===== config.mk =====
export PLATFORM = sky130hd
export DESIGN_NAME = i2c_interrupt_status_logic
export DESIGN_NICKNAME = d
export VERILOG_FILES = /design/src/common/i2c_intr_pkg.sv /design/src/rtl/i2c_interrupt_status_logic.sv
export VERILOG_INCLUDE_DIRS = /design/src /design/src/common
export SDC_FILE = /design/constraint.sdc
export NUM_CORES = 1
export LEC_CHECK = 0
export BUFFER_PORTS_ARGS = -buffer_cell sky130_fd_sc_hd__buf_2
export CORE_UTILIZATION = 45
export DETAILED_ROUTE_END_ITERATION = 7
export GPL_ROUTABILITY_DRIVEN = 0
export GPL_TIMING_DRIVEN = 0
export PLACE_DENSITY = 0.84
export SYNTH_ARGS = -nofsm -noshare
export SYNTH_HDL_FRONTEND = slang
export SYNTH_SLANG_ARGS = --single-unit

===== constraint.sdc =====
create_clock -name clk_i -period 3.54 [get_ports clk_i]
set_input_delay 0.531 -clock clk_i [delete_from_list [all_inputs] [get_ports clk_i]]
set_output_delay 0.531 -clock clk_i [all_outputs]
set_load 0.01 [all_outputs]

===== src/common/i2c_intr_regs.svh =====
// offsets, field positions, reset values and depths of the interrupt status logic
`ifndef I2C_INTR_REGS_SVH
`define I2C_INTR_REGS_SVH

`define STATUS_MASKED_OFFSET 32'h5000_132c
`define STATUS_MASKED_RESET  16'h0000
`define STATUS_RESERVED_MASK 16'hf000

`define BIT_START_SEEN   10
`define BIT_STOP_SEEN    9
`define BIT_ACTIVITY     8
`define BIT_TX_DONE      7
`define BIT_TX_ABORT     6
`define BIT_READ_REQUEST 5
`define BIT_TX_EMPTY     4
`define BIT_TX_OVER      3
`define BIT_RX_THRESHOLD 2
`define BIT_RX_OVER      1
`define BIT_RX_UNDER     0

`define FIFO_DEPTH       6'h20
`define LEVEL_ZERO       6'h00
`define ABORT_REASON_RESET 16'h0000

`endif


===== src/common/i2c_intr_pkg.sv =====
// types shared by the interrupt status logic
package i2c_intr_pkg;
	typedef logic [15:0] status_t;
	typedef logic [5:0]  level_t;
	typedef logic [7:0]  threshold_t;
	typedef logic [15:0] abort_reason_t;
	typedef logic [31:0] addr_t;
endpackage


===== src/rtl/i2c_interrupt_status_logic.sv =====
// interrupt status flags, fifo level tracking and bus condition detection
`timescale 1ns/1ns
`include "i2c_intr_regs.svh"

module i2c_interrupt_status_logic
(
	input  wire logic                          clk_i,
	input  wire logic                          arst_n_i,
	input  wire logic                          ce_i,
	// two-wire bus pins
	input  wire logic                          scl_i,
	output logic                               scl_o,
	output logic                               scl_oe_o,
	input  wire logic                          sda_i,
	// configuration from the surrounding register file
	input  wire logic                          enable_i,
	input  wire logic [15:0]                   mask_i,
	input  wire i2c_intr_pkg::threshold_t      transmit_threshold_register_i,
	input  wire i2c_intr_pkg::threshold_t      receive_threshold_i,
	// clear-register read strobes
	input  wire logic                          combined_clear_register_rd_i,
	input  wire logic                          activity_clear_register_rd_i,
	input  wire logic                          abort_clear_register_rd_i,
	input  wire logic                          read_request_clear_register_rd_i,
	// events from the master and slave state machines
	input  wire logic                          ctrl_active_i,
	input  wire logic                          slave_tx_nack_i,
	input  wire logic                          tx_abort_i,
	input  wire i2c_intr_pkg::abort_reason_t   abort_cause_i,
	input  wire logic                          slave_read_req_i,
	input  wire logic                          rx_byte_i,
	input  wire logic                          tx_pop_i,
	// data and command register accesses
	input  wire logic                          data_cmd_wr_i,
	input  wire logic                          data_cmd_rd_i,
	// register read port
	input  wire i2c_intr_pkg::addr_t           reg_addr_i,
	input  wire logic                          reg_rd_i,
	input  wire logic                          reg_wr_i,
	input  wire i2c_intr_pkg::status_t         reg_wdata_i,
	output i2c_intr_pkg::status_t              reg_rdata_o,
	// fifo control
	output logic                               tx_push_o,
	output logic                               tx_flush_o,
	output logic                               rx_push_o,
	output logic                               rx_flush_o,
	output i2c_intr_pkg::level_t               tx_level_o,
	output i2c_intr_pkg::level_t               rx_level_o,
	output i2c_intr_pkg::abort_reason_t        abort_reason_register_o,
	output logic                               internal_enable_signal_o,
	output i2c_intr_pkg::status_t              masked_status_o
);

	// pin synchronisers and filtered levels, bit 1 scl, bit 0 sda
	logic [1:0]                  pin_s1_q;
	logic [1:0]                  pin_s2_q;
	logic [1:0]                  pin_s3_q;
	logic [1:0]                  pin_f_q;
	logic [1:0]                  pin_f_d;
	logic [1:0]                  pin_agree;

	// flags
	logic                        start_seen_flag_q;
	logic                        stop_seen_flag_q;
	logic                        activity_q;
	logic                        tx_done_q;
	logic                        transmit_abort_flag_q;
	logic                        read_request_q;
	logic                        tx_empty_q;
	logic                        tx_over_q;
	logic                        rx_threshold_q;
	logic                        rx_over_q;
	logic                        rx_under_q;
	logic                        internal_enable_signal_q;

	// fifo levels and recorded abort cause
	i2c_intr_pkg::level_t        tx_level_q;
	i2c_intr_pkg::level_t        rx_level_q;
	i2c_intr_pkg::abort_reason_t abort_reason_q;
	i2c_intr_pkg::status_t       rdata_q;

	// decoded terms
	logic                        start_det;
	logic                        stop_det;
	logic                        tx_full;
	logic                        tx_empty_fifo;
	logic                        rx_full;
	logic                        rx_empty;
	logic                        tx_accept;
	logic                        tx_drain;
	logic                        rx_accept;
	logic                        rx_drain;
	logic                        stat_hit;
	logic                        tx_empty_d;
	logic                        rx_threshold_d;
	i2c_intr_pkg::status_t       raw_status;
	i2c_intr_pkg::status_t       masked_status;

	// three-stage pin sampling; s1 feeds only s2
	always_ff @(posedge clk_i or negedge arst_n_i)
	begin
		if (!arst_n_i)
		begin
			pin_s1_q <= 2'h3;
			pin_s2_q <= 2'h3;
			pin_s3_q <= 2'h3;
			pin_f_q  <= 2'h3;
		end
		else if (ce_i)
		begin
			pin_s1_q <= {scl_i, sda_i};
			pin_s2_q <= pin_s1_q;
			pin_s3_q <= pin_s2_q;
			pin_f_q  <= pin_f_d;
		end
	end

	// a pin change counts only once stages two and three agree
	assign pin_agree = ~(pin_s2_q ^ pin_s3_q);
	assign pin_f_d   = (pin_agree & pin_s2_q) | (~pin_agree & pin_f_q);

	// sda edges while scl stays high mark start and stop
	assign start_det = pin_f_q[1] & pin_f_d[1] & pin_f_q[0] & ~pin_f_d[0];
	assign stop_det  = pin_f_q[1] & pin_f_d[1] & ~pin_f_q[0] & pin_f_d[0];

	// fifo state decode
	assign tx_full       = (tx_level_q == `FIFO_DEPTH);
	assign tx_empty_fifo = (tx_level_q == `LEVEL_ZERO);
	assign rx_full       = (rx_level_q == `FIFO_DEPTH);
	assign rx_empty      = (rx_level_q == `LEVEL_ZERO);

	// aborted or disabled tx fifo refuses every new byte
	assign tx_accept = data_cmd_wr_i & enable_i & ~transmit_abort_flag_q & ~tx_full;
	assign tx_drain  = tx_pop_i & ~tx_empty_fifo;
	// a byte arriving at full is still acked on the bus but dropped here
	assign rx_accept = rx_byte_i & enable_i & ~rx_full;
	assign rx_drain  = data_cmd_rd_i & ~rx_empty;

	// tx level tracking; flushed while disabled or aborted
	always_ff @(posedge clk_i or negedge arst_n_i)
	begin
		if (!arst_n_i)
			tx_level_q <= `LEVEL_ZERO;
		else if (ce_i)
		begin
			if (!enable_i || transmit_abort_flag_q)
				tx_level_q <= `LEVEL_ZERO;
			else if (tx_accept && !tx_drain)
				tx_level_q <= tx_level_q + 6'h01;
			else if (tx_drain && !tx_accept)
				tx_level_q <= tx_level_q - 6'h01;
		end
	end

	// rx level tracking; flushed while disabled
	always_ff @(posedge clk_i or negedge arst_n_i)
	begin
		if (!arst_n_i)
			rx_level_q <= `LEVEL_ZERO;
		else if (ce_i)
		begin
			if (!enable_i)
				rx_level_q <= `LEVEL_ZERO;
			else if (rx_accept && !rx_drain)
				rx_level_q <= rx_level_q + 6'h01;
			else if (rx_drain && !rx_accept)
				rx_level_q <= rx_level_q - 6'h01;
		end
	end

	// internal enable lingers until the state machines go idle
	always_ff @(posedge clk_i or negedge arst_n_i)
	begin
		if (!arst_n_i)
			internal_enable_signal_q <= 1'b0;
		else if (ce_i)
			internal_enable_signal_q <= enable_i | (internal_enable_signal_q & ctrl_active_i);
	end

	// bus condition flags; set wins over the combined clear
	always_ff @(posedge clk_i or negedge arst_n_i)
	begin
		if (!arst_n_i)
		begin
			start_seen_flag_q <= 1'b0;
			stop_seen_flag_q  <= 1'b0;
		end
		else if (ce_i)
		begin
			start_seen_flag_q <= start_det | (start_seen_flag_q & ~combined_clear_register_rd_i);
			stop_seen_flag_q  <= stop_det | (stop_seen_flag_q & ~combined_clear_register_rd_i);
		end
	end

	// sticky activity; only disable, the two clear reads or reset drop it
	always_ff @(posedge clk_i or negedge arst_n_i)
	begin
		if (!arst_n_i)
			activity_q <= 1'b0;
		else if (ce_i)
			activity_q <= ctrl_active_i | (activity_q & enable_i
				& ~activity_clear_register_rd_i & ~combined_clear_register_rd_i);
	end

	// slave transmit completion on remote nack
	always_ff @(posedge clk_i or negedge arst_n_i)
	begin
		if (!arst_n_i)
			tx_done_q <= 1'b0;
		else if (ce_i)
			tx_done_q <= slave_tx_nack_i | (tx_done_q & ~combined_clear_register_rd_i);
	end

	// transmit abort with its recorded cause
	always_ff @(posedge clk_i or negedge arst_n_i)
	begin
		if (!arst_n_i)
		begin
			transmit_abort_flag_q <= 1'b0;
			abort_reason_q        <= `ABORT_REASON_RESET;
		end
		else if (ce_i)
		begin
			transmit_abort_flag_q <= tx_abort_i | (transmit_abort_flag_q
				& ~abort_clear_register_rd_i & ~combined_clear_register_rd_i);
			if (tx_abort_i)
				abort_reason_q <= abort_cause_i;
		end
	end

	// read request stalls the bus until the processor clears it
	always_ff @(posedge clk_i or negedge arst_n_i)
	begin
		if (!arst_n_i)
			read_request_q <= 1'b0;
		else if (ce_i)
			read_request_q <= slave_read_req_i | (read_request_q
				& ~read_request_clear_register_rd_i & ~combined_clear_register_rd_i);
	end

	// threshold flags follow fifo levels, no latching; tx empty tracks ctrl_active_i while disabled
	assign tx_empty_d = enable_i ? ({2'b00, tx_level_q} <= transmit_threshold_register_i)
		: ctrl_active_i;
	assign rx_threshold_d = enable_i & ({2'b00, rx_level_q} >= receive_threshold_i);

	always_ff @(posedge clk_i or negedge arst_n_i)
	begin
		if (!arst_n_i)
		begin
			tx_empty_q     <= 1'b0;
			rx_threshold_q <= 1'b0;
		end
		else if (ce_i)
		begin
			tx_empty_q     <= tx_empty_d;
			rx_threshold_q <= rx_threshold_d;
		end
	end

	// error flags keep level through disable until internal enable falls
	always_ff @(posedge clk_i or negedge arst_n_i)
	begin
		if (!arst_n_i)
		begin
			tx_over_q  <= 1'b0;
			rx_over_q  <= 1'b0;
			rx_under_q <= 1'b0;
		end
		else if (ce_i)
		begin
			tx_over_q  <= (data_cmd_wr_i & tx_full) | (tx_over_q & internal_enable_signal_q
				& ~combined_clear_register_rd_i);
			rx_over_q  <= (rx_byte_i & rx_full) | (rx_over_q & internal_enable_signal_q
				& ~combined_clear_register_rd_i);
			rx_under_q <= (data_cmd_rd_i & rx_empty) | (rx_under_q & internal_enable_signal_q
				& ~combined_clear_register_rd_i);
		end
	end

	// raw flag vector; bits 15 to 11 are not produced here
	always_comb
	begin
		raw_status                    = `STATUS_MASKED_RESET;
		raw_status[`BIT_START_SEEN]   = start_seen_flag_q;
		raw_status[`BIT_STOP_SEEN]    = stop_seen_flag_q;
		raw_status[`BIT_ACTIVITY]     = activity_q;
		raw_status[`BIT_TX_DONE]      = tx_done_q;
		raw_status[`BIT_TX_ABORT]     = transmit_abort_flag_q;
		raw_status[`BIT_READ_REQUEST] = read_request_q;
		raw_status[`BIT_TX_EMPTY]     = tx_empty_q;
		raw_status[`BIT_TX_OVER]      = tx_over_q;
		raw_status[`BIT_RX_THRESHOLD] = rx_threshold_q;
		raw_status[`BIT_RX_OVER]      = rx_over_q;
		raw_status[`BIT_RX_UNDER]     = rx_under_q;
	end

	// mask gating, reserved field forced low
	assign masked_status = raw_status & mask_i & ~`STATUS_RESERVED_MASK;

	// read decode; a write to this address has no target
	assign stat_hit = (reg_addr_i == `STATUS_MASKED_OFFSET);

	// read data registered; unmapped reads and all writes return zero
	always_ff @(posedge clk_i or negedge arst_n_i)
	begin
		if (!arst_n_i)
			rdata_q <= `STATUS_MASKED_RESET;
		else if (ce_i)
			rdata_q <= (reg_rd_i && stat_hit && !reg_wr_i) ? masked_status : `STATUS_MASKED_RESET;
	end

	// reg_wdata_i is accepted on the port but never stored
	assign reg_rdata_o = rdata_q;

	// scl pulled low while the read request waits; relies on the
	// processor loading data before clearing the request
	assign scl_o    = 1'b0;
	assign scl_oe_o = read_request_q;

	// fifo control strobes
	assign tx_push_o  = tx_accept;
	assign tx_flush_o = ~enable_i | transmit_abort_flag_q;
	assign rx_push_o  = rx_accept;
	assign rx_flush_o = ~enable_i;

	// observable state
	assign tx_level_o               = tx_level_q;
	assign rx_level_o               = rx_level_q;
	assign abort_reason_register_o  = abort_reason_q;
	assign internal_enable_signal_o = internal_enable_signal_q;

	// masked status mirrored from flags each cycle
	always_comb
	begin
		masked_status_o = masked_status;
	end

endmodule


Word-level counts from Yosys, hierarchy flattened:

Cells that the tools add are included.

* register bits after elaboration: 64
* bits of input ports: 116
* word-level logic and storage cells: 120

* add/sub/neg operators: 4
* order comparisons: 2
* equal/unequal tests: 4
* muxes and demuxes: 8
* bitwise operators: 63
* reductions and logical operators: 19

Operator list (count)
* $mux W6: 6
* $and A1 B1 Y1: 33
* $eq A32 B31 Y1 const B: 1
* $add A6 B1 Y6 const B: 2
* $and A11 B12 Y12: 1
* $eq A6 B6 Y1 const B: 2
* $logic_not A6 Y1: 2
* $mux W12: 1
* $not A1 Y1: 12
* $sub A6 B1 Y6 const B: 2
* $or A1 B1 Y1: 11
* $ge A6 B8 Y1: 1
* $le A6 B8 Y1: 1
* $logic_and A1 B1 Y1: 6
* $logic_not A1 Y1: 6
* $reduce_and A2 Y1: 3
* $and A2 B2 Y2: 2
* $not A2 Y2: 2
* $ne A3 B1 Y1 const B: 1
* $reduce_bool A3 Y1: 1
* $or A2 B2 Y2: 1
* $xor A2 B2 Y2: 1
* $logic_or A1 B1 Y1: 1
* $mux W1: 1

Logic depth before layout (Yosys ltp):

Gate-level depths: netlist of run 1.

* word-level depth: 9
* mapped depth: 10
* depth with buffers taken out: 10

Worst setup path before layout of run 1:

OpenSTA, ideal clock, no wires.

* path kind: reg2reg
* from: register rx_level_q[1], in the netlist rx_level_o[1]
* to: register rx_level_q[5], in the netlist rx_level_o[5]
* library setup time: 0.124 ns
* data arrival time: 2.703 ns
* slack: 0.713 ns
* stages on the path, launching flop included: 11
* buffers on the path: 0
* path through: dfrtp_1 -> or4_4 -> o311a_1 -> nand2_2 -> ha_1 -> a211oi_1 -> o21bai_1 -> a21oi_1 -> xor2_1 -> and3_1 -> a211o_1

* word-level cells in the longest chain between the ends: 7
* elaborated cells on any way between the ends: 17
* those cells by class: 2 x add/sub; 2 x eq/ne; 3 x mux; 4 x bitwise; 6 x reduce/logical

RTL lines
* start: declaration: RTL line i2c_interrupt_status_logic.sv:78 `i2c_intr_pkg::level_t rx_level_q;`
* start signal: assignment: RTL line i2c_interrupt_status_logic.sv:159 `` rx_level_q <= `LEVEL_ZERO; ``
* start signal: assignment: RTL line i2c_interrupt_status_logic.sv:163 `` rx_level_q <= `LEVEL_ZERO; ``
* start signal: assignment: RTL line i2c_interrupt_status_logic.sv:165 `rx_level_q <= rx_level_q + 6'h01;`
* $eq A6 B6 Y1 (no line) (*)
* $not A1 Y1 (*): RTL line i2c_interrupt_status_logic.sv:136 `assign rx_accept = rx_byte_i & enable_i & ~rx_full;`
* $and A1 B1 Y1 (*): RTL line i2c_interrupt_status_logic.sv:136
* net rx_push_o: RTL line i2c_interrupt_status_logic.sv:45 `output logic rx_push_o,`
* $logic_not A1 Y1: RTL line i2c_interrupt_status_logic.sv:166 `else if (rx_drain && !rx_accept)`
* $logic_and A1 B1 Y1: RTL line i2c_interrupt_status_logic.sv:166
* $ne A3 B1 Y1 (no line)
* $reduce_and A2 Y1 (no line)

The timed path passes the listed nets; every way through them passes the cells marked *. The select of a mux whose other input is x is not followed.
A chain may end at the register's enable or synchronous reset.

Final worst setup path of run 1:

* from: register tx_level_q[1], in the netlist tx_level_o[1]
* to: register tx_level_q[5], in the netlist tx_level_o[5]

* word-level cells in the longest chain between the ends: 7
* elaborated cells on any way between the ends: 17
* those cells by class: 2 x add/sub; 1 x eq/ne; 3 x mux; 4 x bitwise; 7 x reduce/logical

RTL lines
* start: declaration: RTL line i2c_interrupt_status_logic.sv:77 `i2c_intr_pkg::level_t tx_level_q;`
* start signal: assignment: RTL line i2c_interrupt_status_logic.sv:143 `` tx_level_q <= `LEVEL_ZERO; ``
* start signal: assignment: RTL line i2c_interrupt_status_logic.sv:147 `` tx_level_q <= `LEVEL_ZERO; ``
* start signal: assignment: RTL line i2c_interrupt_status_logic.sv:149 `tx_level_q <= tx_level_q + 6'h01;`
* parallel branches: the longest is 7 deep, another holds $sub A6 B1 Y6

Several ways; the timed one is not identified. The select of a mux whose other input is x is not followed.

==> results of run 1 <==
## placed cells by master (no fill, tap or decap), drive strengths merged, types with 13 or more instances in the layout
cell    count
a21o       18
nand2      22
clkbuf     18
o21ai      20
inv        29
buf       162
ha         20
mux2       22
and3       13
dfrtp      51
## sequential cells by signal, indices dropped and copies added, names as in the netlist, 2 cells and up
signal	cells
rx_level_o	6
tx_level_o	6
abort_reason_register_o	16
pin_s1_q	2
reg_rdata_o	11
pin_s3_q	2
pin_s2_q	2
pin_f_q	2
## per-layer routing
metal,vias to the layer above,global-route usage (%),wire length [microns]
li1,1487,-,-
met2,116,41.0,4600
met1,1484,27.6,3680
met3,16,4.94,500
met4,0,11.7,195
met5,-,0,0
## path summary, 6_finish.rpt
| check | from | endpoint | slack, ns |
|---|---|---|---|
| setup / recovery | tx_level_o[1] | tx_level_o[5] | 0.51 |
| hold / removal | arst_n_i | rx_level_o[0] | 0.24 |
| setup reg to reg | tx_level_o[1] | tx_level_o[5] | 0.51 |
| hold reg to reg | reg_rdata_o[1] | reg_rdata_o[1] | 0.48 |
| max in group asynchronous | arst_n_i | tx_level_o[3] | 2.78 |
| min in group clk_i | abort_cause_i[14] | abort_reason_register_o[14] | 0.42 |
## final cells by class
type                    count  area [sq um]
diodes                      1          2.50
plain buffers              19           114
clock buffers              12           155
clock inverters             4          73.8
fillers                   656          2730
inverters                  30           113
multi-input cells         225          1670
flip-flops and latches     59          1490
well taps                  99           124
repair buffers            149           748
## report_power, final
group | switching (W) | leakage (nW) | internal (W) | total (W)
clock | 0.000275 | 0.117 | 0.000435 | 0.000710
sequential | 0.000129 | 0.735 | 0.000801 | 0.000930
combinational | 0.000473 | 1.67 | 0.000456 | 0.000928
total | 0.000877 | 2.52 | 0.00169 | 0.00257
## cell families (layout without fill, tap and decap cells)
family / Yosys count / after routing / synth area share [%]
muxes: 22 / 22 / 7.40
xor gates and xnor gates: 7 / 7 / 1.83
AOI/OAI and AO/OA: 79 / 79 / 16.5
DFF: 59 / 59 / 44.4
and+or+nand+nor: 84 / 84 / 14.3
other: 1 / 12 / 0.112
buffers and inverters: 49 / 214 / 6.77
adders and majority gates: 22 / 22 / 8.67
## stage by stage
| stage | setup slack (ns) | instances | hold WS [ns] | utilization (%) |
|---|---|---|---|---|
| 3_5_place_dp | 0.440 | 581 | 0.465 | 59.0 |
| 3_3_place_gp | 0.494 | 581 | 0.459 | 59.0 |
| 5_1_grt | 0.329 | 597 | 0.304 | 62.2 |
| 2_1_floorplan | 0.713 | 333 | 0.235 | - |
| 4_1_cts | 0.501 | 597 | 0.399 | 62.1 |
| 6_report | 0.509 | 598 | 0.244 | 62.2 |
## critical path, cell delays in order (launching register included)
cell and delay (ns):
dfrtp_1 0.47, nor4_2 0.41, a21bo_2 0.21, nand4_1 0.29, ha_1 0.42, a211oi_1 0.28, o21bai_1 0.12, a21oi_1 0.19
xor2_1 0.10, or4_1 0.40, o21ai_1 0.08
==> run summary, run 1 <==
outcome -> finished clean
Post-Syn Area per Cell -> 10.4 sq um
unrepaired setup endpoints after global routing -> no
Max-Cap Viols -> 0
hold_buf cts -> 0
Post-Syn Instances -> 323
die width -> 88.2 microns
Finish-stage setup viols -> 0
Vias/cell -> 5.19
Final Cell Area -> 4490 sq um
worst hold-check path type -> input pin to asynchronous set/reset pin
total gr overflow -> 0
mapped cell area -> 3350 sq um
count leader, synth -> dfrtp_1
Post-Route WL -> 8.98 mm
largest net degree at the start of global routing -> 60
worst-case reg-to-reg path depth -> 10
DRC viols -> 0
H-tree depth -> 3
CP endpoint kind -> register
Iteration-0 DRC Markers -> 191
Hold Fails Final Rpt -> 0
Final TNS setup -> 0 ns
CP max FO -> 6
Unique masters post-synth -> 55
PostCTS Resize Cnt -> 0
fin. max-slew vios -> 0
number of synthesized flops with an enable pin -> 0
Ports -> 183
maximum VDD drop -> 0.000286 V
most frequent cells after synthesis -> 51 x dfrtp_1, 29 x inv_1, 22 x mux2_2, 21 x nand2_1, 20 x ha_1
Skew-Pair Late Insertion Delay -> 0.34 ns
GRT Util Overall -> 23.6%
core footprint -> 7210 sq um
TritonCTS clock tree -> built
ratio of final minimum period to clock period -> 85.6%
clock sinks -> 59
Site Rows -> 31
Routed Antenna Nets -> 0
yosys warns -> 0
Synth Flop Type -> dfrtp_1
worst clock skew -> 0.00803 ns
Area growth syn-to-layout -> 34.1%
Initial Utilization -> 46.4%
Setup CP Type -> register to register
Slew HR -> 49.4%
CTS clk-pin slew, worst paths -> 0.07 ns
Total Power -> 0.00257 W
Die Area -> 7790 sq um
post-synth top area share -> 38.1%
Async SR Flop Fraction -> 100%
Chip Height -> 88.2 microns
pwr dens -> 572 nW/um^2
Post-layout nets -> 631
post-synthesis sequential area ratio -> 44.4%
top cells by area, synth -> dfrtp_1 38%, ha_1 7.5%, mux2_2 7.4%, dfstp_2 6.3%, a21o_1 3.8%
slew of the pin with the lowest slew margin -> 0.760 ns
CP required -> 3.81 ns
maximum root-to-sink buffer count -> 2
Arrival @ worst endpoint -> 3.30 ns
CP Launch Type -> register
global-route wire length before repair -> 13.6 mm
Setup Fix Bufs, Post-CTS -> 0
minimum clock period after layout -> 3.03 ns
CTS Buf Count -> 9
routed length per instance -> 15.0 microns
antenna violations before repair -> 1
Detailed Place HPWL -> 6.97 mm
vias in the first global route -> 2904
Port Buffers -> 149
via count -> 3103
CTS Root Cell -> clkbuf_8
Pre-antenna DRT Iters -> 4
cell accounting for the most synthesized area -> dfrtp_1
fmax -> 0.330 GHz
#FFs+latches synth -> 59
share of post-route cells with drive strength above 1 -> 43.2%
Post-DP Area -> 4250 sq um
Static Leak -> 2.52 nW
(Power assumes the default switching activity.)
==> run 2, diff against run 1 <==
--- a/config.mk
+++ b/config.mk
@@ -12,6 +12,7 @@
 export GPL_ROUTABILITY_DRIVEN = 0
 export GPL_TIMING_DRIVEN = 0
 export PLACE_DENSITY = 0.84
+export RECOVER_POWER = 50
 export SYNTH_ARGS = -nofsm -noshare
 export SYNTH_HDL_FRONTEND = slang
 export SYNTH_SLANG_ARGS = --single-unit
==> run summary, run 2 (same netlist as run 1, synthesis figures left out) <==
ratio of final minimum period to clock period -> 85.8% (+0.16 points)
Site Rows -> 31 (unchanged)
via count -> 3115 (+0.39%)
hold_ws -> 0.417 ns (+0.172 ns)
unrepaired setup endpoints after global routing -> no
largest net degree at the start of global routing -> 60 (unchanged)
die width -> 88.2 microns (unchanged)
fillcell total -> 668 (+1.8%)
critical path, cell by cell -> nor4_2 > a21bo_2 > nand4_1 > ha_1 > a211oi_1 > o21bai_1 > a21oi_1 > xor2_1 > or4_1 > o21ai_1
Hold Fails Final Rpt -> 0 (unchanged)
metal2 WL -> 4.59 mm (-0.26%)
CP required -> 3.81 ns (about the same)
TritonCTS clock tree -> built
Setup Fix Bufs, Post-CTS -> 0 (unchanged)
hold_buf cts -> 0 (unchanged)
minimum clock period after layout -> 3.04 ns (+0.00565 ns)
Top Layer Used -> met4
clock sinks -> 59 (unchanged)
Vias/cell -> 5.21 (+0.39%)
global-route wire length before repair -> 13.6 mm (unchanged)
share of post-route cells with drive strength above 1 -> 39.6% (-3.6 points)
PostCTS Resize Cnt -> 0 (unchanged)
maximum root-to-sink buffer count -> 2 (unchanged)
H-tree depth -> 3 (unchanged)
worst hold-check path type -> input pin to register
met3 wire len -> 527 microns (+5.4%)
Static Leak -> 2.46 nW (-2.4%)
worst clock skew -> 0.00713 ns (-0.000903 ns)
CP Launch Type -> register
CTS Buf Count -> 9 (unchanged)
hold path start -> abort_cause_i[14]
commonest non-fill, non-tap cell in the layout -> buf_2
Total Power -> 0.00257 W (about the same)
Iteration-0 DRC Markers -> 192 (+0.52%)
Arrival @ worst endpoint -> 3.31 ns (about the same)
R2R setup slack -> 0.50 ns (about the same)
Setup CP Type -> register to register
GRT Util Overall -> 23.6% (unchanged)
Skew-Pair Late Insertion Delay -> 0.34 ns (about the same)
CP max FO -> 6 (unchanged)
DRC viols -> 0 (unchanged)
Die Area -> 7790 sq um (unchanged)
WHS Endpoint -> abort_reason_register_o[14]
reg2reg start -> tx_level_o[1]
vias in the first global route -> 2904 (unchanged)
Port Buffers -> 149 (unchanged)
Slew HR -> 0.350% (-49 points)
Routed Antenna Nets -> 0 (unchanged)
antenna violations before repair -> 1 (unchanged)
CP endpoint kind -> register
reg2reg end -> tx_level_o[5]
met1 WL -> 3.73 mm (+1.3%)
Initial Utilization -> 46.4% (unchanged)
Final TNS setup -> 0 ns (unchanged)
Pre-antenna DRT Iters -> 4 (unchanged)
worst-case reg-to-reg path depth -> 10 (unchanged)
Detailed Place HPWL -> 6.97 mm (unchanged)
Post-layout nets -> 631 (unchanged)
total gr overflow -> 0 (unchanged)
most frequent cells in the layout -> 131 x buf_2, 51 x dfrtp_1, 29 x inv_1
Crit. Startpoint -> tx_level_o[1]
fmax -> 0.329 GHz (-0.19%)
CTS Root Cell -> clkbuf_8
Area growth syn-to-layout -> 33.3%
WHS Path Cells -> 2
Finish-stage setup viols -> 0 (unchanged)
routed length per instance -> 15.1 microns (+0.66%)
fin. max-slew vios -> 0 (unchanged)
Crit-path slowest cell -> dfrtp_1
Max-Cap Viols -> 0 (unchanged)
Ports -> 183 (unchanged)
outcome -> finished clean
maximum VDD drop -> 0.000287 V (+0.37%)
CTS clk-pin slew, worst paths -> 0.07 ns (about the same)
slew of the pin with the lowest slew margin -> 1.49 ns (+0.735 ns)
core footprint -> 7210 sq um (unchanged)
pwr dens -> 575 nW/um^2 (+0.51%)
Post-Route WL -> 9.03 mm (+0.66%)
Chip Height -> 88.2 microns (unchanged)
CP max stage delay -> 0.47 ns (about the same)
max reg flops -> 16 (unchanged)
-- run 2: per-layer routing --
metal	vias to the layer above	global-route usage [%]
li1	1487	-
met1	1486	27.6
met2	126	41.0
met3	16	4.94
met4	0	11.7
met5	-	0
-- run 2: worst max path at each step --
stage	to	slack, ns	depth (start not counted)
floorplan	rx_level_o[5]	0.71	10
global placement	tx_level_o[5]	0.49	11
detailed placement	tx_level_o[5]	0.44	11
CTS	tx_level_o[5]	0.50	10
global route	tx_level_o[5]	0.33	10
finish	tx_level_o[5]	0.50	10
-- run 2: layout make-up --
cell class                 instances  area [sq um]  share of cell area, %
clock inverter                     4          73.8                   1.65
timing repair buffer             149           723                   16.2
antenna                            1          2.50                 0.0561
multi-input combinational        225          1670                   37.5
clock buffer                      12           155                   3.48
inverter                          30           113                   2.52
sequential                        59          1490                   33.3
buffer                            19           114                   2.55
tap                               99           124                   2.78
-- run 2: worst max-delay path: cells and delay by family, from the launching register on --
family	cells	cell delay, ns
and+or+nand+nor	3	1.11
adders and majority gates	1	0.42
xor gates and xnor gates	1	0.10
AOI/OAI and AO/OA	5	0.87
DFF	1	0.47
-- run 2: power by group --
group | switching (W) | internal, W | total [W]
clock | 0.000276 | 0.000435 | 0.000711
sequential | 0.000131 | 0.000801 | 0.000931
combinational | 0.000474 | 0.000450 | 0.000924
total | 0.000882 | 0.00169 | 0.00257
-- run 2: through the flow --
step	cell area (sq um)	setup WS, ns	util (%)	instances
final	4460	0.503	61.9	598
after global routing	4460	0.329	61.8	597
after CTS	4480	0.501	62.1	597
after detailed placement	4250	0.440	59.0	581
after global placement	4250	0.494	59.0	581
after floorplan	3380	0.713	-	333
==> run 3, diff against run 2 <==
--- a/config.mk
+++ b/config.mk
@@ -7,11 +7,11 @@
 export NUM_CORES = 1
 export LEC_CHECK = 0
 export BUFFER_PORTS_ARGS = -buffer_cell sky130_fd_sc_hd__buf_2
-export CORE_UTILIZATION = 45
+export CORE_UTILIZATION = 31
 export DETAILED_ROUTE_END_ITERATION = 7
 export GPL_ROUTABILITY_DRIVEN = 0
 export GPL_TIMING_DRIVEN = 0
-export PLACE_DENSITY = 0.84
+export PLACE_DENSITY = 0.62
 export RECOVER_POWER = 50
 export SYNTH_ARGS = -nofsm -noshare
 export SYNTH_HDL_FRONTEND = slang
==> run summary, run 3 (same netlist as run 1, synthesis figures left out) <==
outcome -> finished with violations
failing checks -> capacitance limit, slew limit
Finish-stage setup viols -> 0 (unchanged)
routed length per instance -> 14.3 microns (-5.6%)
hold_buf cts -> 0 (unchanged)
CP endpoint kind -> register
fmax -> 0.333 GHz (+0.99%)
CP Launch Type -> register
Die Area -> 11200 sq um (+44%)
GRT Util Overall -> 16.7% (-6.9 points)
commonest non-fill, non-tap cell in the layout -> buf_2
Area growth syn-to-layout -> 33.2%
reg2reg start -> tx_level_o[1]
Routed Antenna Nets -> 0 (unchanged)
DRC viols -> 0 (unchanged)
final cell count without fillers -> 635 (+6.2%)
Port Buffers -> 149 (unchanged)
maximum root-to-sink buffer count -> 2 (unchanged)
WHS Path Cells -> 2 (unchanged)
Worst Path Buf+Inv -> 0 (unchanged)
total gr overflow -> 0 (unchanged)
fillcell total -> 1057 (+58%)
antenna violations before repair -> 1 (unchanged)
Vias/cell -> 4.81 (-7.7%)
die width -> 106 microns (+20%)
Ports -> 183 (unchanged)
Iteration-0 DRC Markers -> 113 (-41%)
most frequent cells in the layout -> 129 x buf_2, 51 x dfrtp_1, 29 x inv_1
Setup CP Type -> register to register
Site Rows -> 37 (+19%)
R2R setup slack -> 0.53 ns (+0.03 ns)
CTS Buf Count -> 9 (unchanged)
global-route wire length before repair -> 14.5 mm (+6.9%)
reg2reg end -> tx_level_o[5]
Hold Fails Final Rpt -> 0 (unchanged)
pwr dens -> 538 nW/um^2 (-6.5%)
hold_ws -> 0.425 ns (+0.00796 ns)
core footprint -> 10400 sq um (+44%)
Setup Fix Bufs, Post-CTS -> 0 (unchanged)
Post-Route WL -> 9.06 mm (+0.24%)
worst clock skew -> 0.0110 ns (+0.00386 ns)
Chip Height -> 106 microns (+20%)
Initial Utilization -> 32.1% (-14 points)
CP required -> 3.80 ns (about the same)
Placed Cells -> 618 (+6.4%)
worst hold-check path type -> input pin to register
CP max FO -> 6 (unchanged)
TritonCTS clock tree -> built
worst-case reg-to-reg path depth -> 10 (unchanged)
Pre-antenna DRT Iters -> 4 (unchanged)
fin. max-slew vios -> 60 (+60)
worst setup margin -> 0.533 ns (+0.0298 ns)
critical path, cell by cell -> nor4_2 > a21bo_2 > nand4_1 > ha_1 > a211oi_1 > o21bai_1 > a21oi_1 > xor2_1 > or4_1 > o21ai_1
CTS Root Cell -> clkbuf_8
WHS Endpoint -> abort_reason_register_o[0]
Crit-path slowest cell -> dfrtp_1
PostCTS Resize Cnt -> 0 (unchanged)
share of post-route cells with drive strength above 1 -> 39.4% (-0.20 points)
H-tree depth -> 3 (unchanged)
Slew HR -> -1.90% (-2.3 points)
maximum VDD drop -> 0.000223 V (-22%)
clock sinks -> 59 (unchanged)
Post-DP Area -> 4300 sq um (+1.1%)
ratio of final minimum period to clock period -> 84.9% (-0.84 points)
max reg flops -> 16 (unchanged)
slew of the pin with the lowest slew margin -> 1.53 ns (+0.0338 ns)
Post-layout nets -> 631 (unchanged)
CP max stage delay -> 0.46 ns (about the same)
via count -> 3052 (-2.0%)
Final Cell Area -> 4460 sq um (-0.14%)
vias in the first global route -> 3080 (+6.1%)
Crit path max-delay family -> simple AND/OR/NAND/NOR gates
Max-Cap Viols -> 1 (+1)
worst slack, placed -> 0.445 ns (+0.00563 ns)
hold path start -> abort_cause_i[0]
unrepaired setup endpoints after global routing -> no
Arrival @ worst endpoint -> 3.27 ns (-0.04 ns)
minimum clock period after layout -> 3.01 ns (-0.0298 ns)
largest net degree at the start of global routing -> 60 (unchanged)
Detailed Place HPWL -> 7.10 mm (+1.9%)
Static Leak -> 2.43 nW (-1.5%)
CTS clk-pin slew, worst paths -> 0.08 ns (about the same)
Skew-Pair Late Insertion Delay -> 0.34 ns (about the same)
Final TNS setup -> 0 ns (unchanged)
run 3: changes by cell type in the layout (fill, tap and decap cells not counted):
| cell | change |
|---|---|
| clkinvlp_4 | +3 |
| buf_2 | -2 |
| bufinv_16 | -2 |
| clkbuf_1 | +1 |
| clkbuf_8 | -1 |
| clkinv_2 | +1 |
run 3: area by class of cell:
class	count	area [sq um]	share of cell area, %
Antenna cell	1	2.50	0.0561
Buffer	19	114	2.55
Clock buffer	10	138	3.09
Clock inverter	6	41.3	0.926
Inverter	30	113	2.53
Multi-Input combinational cell	225	1670	37.5
Sequential cell	59	1490	33.4
Tap cell	136	170	3.82
Timing Repair Buffer	149	721	16.2
run 3: how the worst max path moves through the flow:
stage / start / end / cells after the start
2_1_floorplan: rx_level_o[1] / rx_level_o[5] / 10
3_3_place_gp: enable_i / tx_level_o[5] / 11
3_5_place_dp: enable_i / tx_level_o[5] / 11
4_1_cts: tx_level_o[1] / tx_level_o[5] / 10
5_1_grt: tx_level_o[1] / tx_level_o[5] / 10
6_report: tx_level_o[1] / tx_level_o[5] / 10
run 3: where the power goes:
part / total [W] / switching (W) / internal (W)
Sequential: 0.000927 / 0.000126 / 0.000800
Clock: 0.000556 / 0.000285 / 0.000271
Combinational: 0.000915 / 0.000468 / 0.000447
Total: 0.00240 / 0.000879 / 0.00152
run 3: stage by stage:
| stage | power, W | utilization, % |
|---|---|---|
| 2_1_floorplan | 0.00155 | - |
| 3_3_place_gp | 0.00183 | 41.3 |
| 3_5_place_dp | 0.00186 | 41.3 |
| 4_1_cts | 0.00243 | 43.0 |
| 5_1_grt | 0.00259 | 42.8 |
| 6_report | 0.00240 | 42.8 |
run 3: layer usage:
metal,up-vias,GRT usage [%],wire [microns]
li1,1478,-,-
met1,1440,18.8,3740
met5,-,0,0
met4,0,5.06,161
met2,122,30.6,4610
met3,12,4.41,548
